### src/hdl/rru_pkg.sv
// package of opcode patterns, phase codes and reset values for the rotate unit
package rru_pkg;

    // ************************************************************
    // opcode patterns, upper seven bits of the instruction word
    // ************************************************************
    localparam logic [6:0] RRU_OP_RLNC     = 7'h11;  // 0010 001d
    localparam logic [6:0] RRU_OP_RRC      = 7'h0c;  // 0001 100d
    localparam logic [6:0] RRU_OP_RRNC     = 7'h10;  // 0010 000d
    localparam int         RRU_DEST_BIT    = 8;
    localparam int         RRU_OPC_MSB     = 15;
    localparam int         RRU_OPC_LSB     = 9;

    // ************************************************************
    // reset values
    // ************************************************************
    localparam logic [7:0] RRU_ACC_RESET   = 8'h00;
    localparam logic       RRU_CARRY_RESET = 1'b0;
    localparam logic [15:0] RRU_INSN_RESET = 16'h0000;

    typedef enum logic [1:0] {
        RRU_OP_NONE,
        RRU_OP_LEFT_NC,
        RRU_OP_RIGHT_C,
        RRU_OP_RIGHT_NC
    } rru_op_t;

    typedef enum {
        RRU_Q1,
        RRU_Q2,
        RRU_Q3,
        RRU_Q4
    } rru_phase_t;

endpackage : rru_pkg

### src/hdl/rru_rotator.sv
// combinational rotate datapath for the three rotate operations
`timescale 1ns/1ps

module rru_rotator
    import rru_pkg::*;
#(
    parameter int WIDTH = 8
) (
    input  wire logic [WIDTH-1:0] operand,
    input  wire rru_op_t          op,
    input  wire logic             carry_in,
    output logic      [WIDTH-1:0] result,
    output logic                  carry_out
);

    // ************************************************************
    // rotate
    // ************************************************************
    always_comb begin
        result    = operand;
        carry_out = carry_in;
        case (op)
            RRU_OP_LEFT_NC: begin
                result = {operand[WIDTH-2:0], operand[WIDTH-1]};
            end
            RRU_OP_RIGHT_C: begin
                result    = {carry_in, operand[WIDTH-1:1]};
                carry_out = operand[0];
            end
            RRU_OP_RIGHT_NC: begin
                result = {operand[0], operand[WIDTH-1:1]};
            end
            default: begin
                result = operand;
            end
        endcase
    end

endmodule : rru_rotator

### src/hdl/rru_unit.sv
// four-phase rotate unit: decode, file read, rotate and destination write
`timescale 1ns/1ps

module rru_unit
    import rru_pkg::*;
#(
    parameter int WIDTH = 8
) (
    input  wire logic             clk,
    input  wire logic             arst_n,
    input  wire logic             insn_valid,
    input  wire logic [15:0]      insn,
    output logic      [7:0]       file_addr,
    output logic                  file_rd,
    input  wire logic [WIDTH-1:0] file_rdata,
    output logic                  file_wr,
    output logic      [WIDTH-1:0] file_wdata,
    output logic      [WIDTH-1:0] working_accumulator,
    output logic                  carry,
    output logic                  busy,
    output logic                  done
);

    // ************************************************************
    // state
    // ************************************************************
    rru_phase_t       phase,     next_phase;
    logic [15:0]      insn_q,    next_insn_q;
    rru_op_t          op,        next_op;
    logic             dest,      next_dest;
    logic [WIDTH-1:0] operand,   next_operand;
    logic [WIDTH-1:0] res,       next_res;
    logic             res_c,     next_res_c;
    logic [WIDTH-1:0] acc,       next_acc;
    logic             cflag,     next_cflag;
    logic             wr,        next_wr;
    logic [WIDTH-1:0] wdata,     next_wdata;
    logic             rd,        next_rd;
    logic             fin,       next_fin;
    logic [WIDTH-1:0] rot_result;
    logic             rot_carry;

    function automatic rru_op_t rru_decode(input logic [15:0] word);
        logic [6:0] opc;
        opc = word[RRU_OPC_MSB:RRU_OPC_LSB];
        if (opc == RRU_OP_RLNC) begin
            return RRU_OP_LEFT_NC;
        end else if (opc == RRU_OP_RRC) begin
            return RRU_OP_RIGHT_C;
        end else if (opc == RRU_OP_RRNC) begin
            return RRU_OP_RIGHT_NC;
        end else begin
            return RRU_OP_NONE;
        end
    endfunction : rru_decode

    rru_rotator #(
        .WIDTH (WIDTH)
    ) u_rot (
        .operand   (operand),
        .op        (op),
        .carry_in  (cflag),
        .result    (rot_result),
        .carry_out (rot_carry)
    );

    // ************************************************************
    // phase sequencer
    // ************************************************************
    always_comb begin
        next_phase   = phase;
        next_insn_q  = insn_q;
        next_op      = op;
        next_dest    = dest;
        next_operand = operand;
        next_res     = res;
        next_res_c   = res_c;
        next_acc     = acc;
        next_cflag   = cflag;
        next_wr      = 1'b0;
        next_wdata   = wdata;
        next_rd      = 1'b0;
        next_fin     = 1'b0;
        case (phase)
            RRU_Q1: begin
                // unknown opcodes are ignored so other units can own them
                if (insn_valid && rru_decode(insn) != RRU_OP_NONE) begin
                    next_insn_q = insn;
                    next_op     = rru_decode(insn);
                    next_dest   = insn[RRU_DEST_BIT];
                    next_rd     = 1'b1;
                    next_phase  = RRU_Q2;
                end
            end
            RRU_Q2: begin
                next_operand = file_rdata;
                next_phase   = RRU_Q3;
            end
            RRU_Q3: begin
                next_res   = rot_result;
                next_res_c = rot_carry;
                next_phase = RRU_Q4;
            end
            RRU_Q4: begin
                if (dest) begin
                    next_wr    = 1'b1;
                    next_wdata = res;
                end else begin
                    next_acc = res;
                end
                // only the through-carry form touches the flag
                if (op == RRU_OP_RIGHT_C) begin
                    next_cflag = res_c;
                end
                next_fin   = 1'b1;
                next_phase = RRU_Q1;
            end
            default: begin
                next_phase = RRU_Q1;
            end
        endcase
    end

    always_ff @(posedge clk or negedge arst_n) begin
        if (!arst_n) begin
            phase   <= RRU_Q1;
            insn_q  <= RRU_INSN_RESET;
            op      <= RRU_OP_NONE;
            dest    <= 1'b0;
            operand <= RRU_ACC_RESET;
            res     <= RRU_ACC_RESET;
            res_c   <= RRU_CARRY_RESET;
            acc     <= RRU_ACC_RESET;
            cflag   <= RRU_CARRY_RESET;
            wr      <= 1'b0;
            wdata   <= RRU_ACC_RESET;
            rd      <= 1'b0;
            fin     <= 1'b0;
        end else begin
            phase   <= next_phase;
            insn_q  <= next_insn_q;
            op      <= next_op;
            dest    <= next_dest;
            operand <= next_operand;
            res     <= next_res;
            res_c   <= next_res_c;
            acc     <= next_acc;
            cflag   <= next_cflag;
            wr      <= next_wr;
            wdata   <= next_wdata;
            rd      <= next_rd;
            fin     <= next_fin;
        end
    end

    assign file_addr           = insn_q[7:0];
    assign file_rd             = rd;
    assign file_wr             = wr;
    assign file_wdata          = wdata;
    assign working_accumulator = acc;
    assign carry               = cflag;
    assign busy                = (phase != RRU_Q1);
    assign done                = fin;
endmodule : rru_unit

### config.mk
export PLATFORM = sky130hd
export DESIGN_NAME = rru_unit
export DESIGN_NICKNAME = d
export VERILOG_FILES = /design/src/hdl/rru_pkg.sv /design/src/hdl/rru_rotator.sv /design/src/hdl/rru_unit.sv
export SDC_FILE = /design/constraint.sdc
export NUM_CORES = 1
export LEC_CHECK = 0
export BUFFER_PORTS_ARGS = -buffer_cell sky130_fd_sc_hd__buf_4
export CAP_MARGIN = 20
export CORE_UTILIZATION = 30
export CTS_CLUSTER_SIZE = 14
export DETAILED_ROUTE_END_ITERATION = 10
export SLEW_MARGIN = 30
export SYNTH_ARGS = -nofsm -noshare
export SYNTH_HDL_FRONTEND = slang
export SYNTH_HIERARCHICAL = 1
export SYNTH_SLANG_ARGS = --single-unit
### constraint.sdc
create_clock -name clk -period 3.7 [get_ports clk]
set_clock_uncertainty 0.1 [all_clocks]
set_input_delay 0.74 -clock clk [delete_from_list [all_inputs] [get_ports clk]]
set_output_delay 0.74 -clock clk [all_outputs]
set_load 0.1 [all_outputs]
==> flow_summary.json <==
{
  "status": "finished clean",
  "max-slew-margin-rel_pct": 44.1,
  "async_reset_ff_share_pct": 100,
  "synth-seq-cells": 50,
  "critPathLaunchType": "register",
  "synth_top_area_share_pct": 55.8,
  "clkLatencyLatePin_ps": 300,
  "cts_max_level": 2,
  "insertedDiodeCount": 0,
  "hold_path_class": "in2async",
  "cp.required_ps": 2860,
  "viasPerCell": 4.41,
  "syn_area_sq_um": 2240,
  "dp.final_hpwl_um": 3000,
  "drive_gt1_share_pct": 53.8,
  "drt_iter0_markers": 46,
  "cpMaxStageDelayCell": "dfrtp_1",
  "cts-buffers-inserted": 5,
  "arrival_ps": 1520,
  "cp.depth": 4,
  "wl_um": 4090,
  "nets": 243,
  "fmax_mhz": 423,
  "maxCapViolCount": 0,
  "synthToLayoutAreaGrowth_pct": 27.0,
  "setup_viol": 0,
  "dr.pass1.iters": 4,
  "globalplace.congestion": 0.768,
  "rsz0062_at_grt": "false",
  "syn_nets": 187,
  "multi_input_area_sq_um": 931,
  "cts_max_path_buffers": 2,
  "drt.antenna.violating_nets": 0,
  "grt_pass1_vias": 1400,
  "ios": 56,
  "grt_max_degree": 51,
  "die_w_um": 88.5,
  "fin_util_pct": 39.3,
  "syn_inst": 155,
  "finalCritPeriodShare_pct": 63.9,
  "fill_cells": 704,
  "critPathKind": "reg2out",
  "ys_seq_area_share_pct": 55.8,
  "cp_num_buf_inv": 3,
  "overflow": 0,
  "avgSynthCellArea_sq_um": 14.5,
  "detailedPlace.worstSlack_ps": 1230,
  "die_area_sq_um": 7830,
  "yosysUniqueCellTypes": 28,
  "placementRows": 31,
  "synth_most_common_cell": "dfrtp_1",
  "synth.area.top_cells": "dfrtp_1, mux2_2, mux2_4",
  "fin_crit_ps": 2360,
  "hold_buffers": 0,
  "worstPathCellList": "inv_1 -> ha_1 -> inv_1 -> buf_4",
  "crit_family": "buffers and inverters",
  "clock-sinks": 50,
  "ys_warn_count": 6,
  "grt_first_pass_wirelength_um": 6900,
  "drv_slew": 0,
  "cp-end-kind": "output pin",
  "reg2reg_depth": 4,
  "antenna_found_initial": 0,
  "wl_per_cell_um": 13.2,
  "worst_pin_slew_ps": 838,
  "design_area_sq_um": 2850,
  "synth_common_cells": "dfrtp_1, mux2_2, nand2_1, mux2i_1, mux2_4",
  "placedInstanceArea_sq_um": 2740,
  "cts_resized": 0,
  "clk_pin_slew_ps": 90,
  "cts_root_buffer": "clkbuf_8",
  "synth_edf_count": 0,
  "vias": 1372,
  "initial_core_util_pct": 30.9,
  "tns_ps": 0,
  "synth_flop_cell": "dfrtp_1",
  "grt_usage_pct": 11.6,
  "seq_area_sq_um": 1250,
  "drcViolationCount": 0,
  "cts_tree": "done",
  "yosys.area.top_type": "dfrtp_1",
  "crit_fanout": 5,
  "core-area_sq_um": 7250,
  "post_cts_buffers": 0,
  "crit_path_frequent_cell": "inv_1",
  "die_h_um": 88.5,
  "port_buffers": 55,
  "critPathMaxStageDelay_ps": 420,
  "timing_hold_violations_final": 0,
  "fin_ws_ps": 1340
}
-- stage by stage --
| step | instances | hold slack (ps) |
|---|---|---|
| after floorplan | 155 | 344 |
| after global placement | 303 | 389 |
| after detailed placement | 303 | 398 |
| after CTS | 311 | 374 |
| after global routing | 311 | 398 |
| final | 311 | 357 |
-- layout make-up --
cell class / count / share of cell area, %
Inverter: 6 / 0.790
Multi-Input combinational cell: 93 / 32.7
Sequential cell: 50 / 43.9
Tap cell: 99 / 4.35
Timing Repair Buffer: 55 / 14.5
Clock buffer: 5 / 2.41
Clock inverter: 3 / 1.40
-- path summary, 6_finish.rpt --
| path | start | endpoint | slack (ps) |
|---|---|---|---|
| max | phase[0]$_DFFE_PN0P_ | busy | 1340 |
| min | arst_n | res[3]$_DFFE_PN0N_ | 360 |
| max reg2reg | phase[0]$_DFFE_PN0P_ | insn_q[5]$_DFFE_PN0P_ | 1780 |
| min reg2reg | file_wdata[6]$_DFFE_PN0P_ | file_wdata[6]$_DFFE_PN0P_ | 410 |
| max in group asynchronous | arst_n | file_rd$_DFF_PN0_ | 2710 |
| min in group clk | file_wdata[6]$_DFFE_PN0P_ | file_wdata[6]$_DFFE_PN0P_ | 410 |
-- cells in the final DEF, fill, tap and decap left out, drive strengths merged --
master and instances:
buf 55, dfrtp 50, mux2 44, nand2 9, mux2i 8, o21ai 8
inv 6, ha 5, clkbuf 5, o2111ai 3, nor2b 2, nand3b 2
o311ai 2, clkinv 2, and4bb 1, nor3b 1, nor3 1, o211a 1
and3b 1, nor4 1, and4 1, a21o 1, bufinv 1, mux4 1
nand2b 1
-- registers in the layout, summed over array words and instances, names as in the netlist --
signal / count
res: 8
file_wdata: 8
insn_q: 8
done: 1
working_accumulator: 8
file_rd: 1
op: 2
dest: 1
carry: 1
phase: 2
file_wr: 1
res_c: 1
operand: 8
-- worst reg2reg max path, stage by stage (launching register included) --
cell and delay (ps):
dfrtp_1 430, inv_1 120, ha_1 230, o2111ai_2 450, mux2_4 470
-- metal layers --
metal	vias to the layer above	track usage, %	wire length (um)
met2	27	18.7	2000
li1	666	-	-
met1	675	14.7	1890
met5	-	0	0
met4	0	5.28	47
met3	4	2.99	157
-- logic make-up after synthesis --
kind of cell,Yosys count,synth area share (%)
compound gates,15,4.85
mux,53,27.8
simple gates,20,6.02
fa+ha+maj,5,2.79
buf+inv,12,2.73
flops,50,55.8
Power is left out: the tool's default activity adds up to more than one toggle a clock period on the data nets, which glitch-free logic cannot reach.
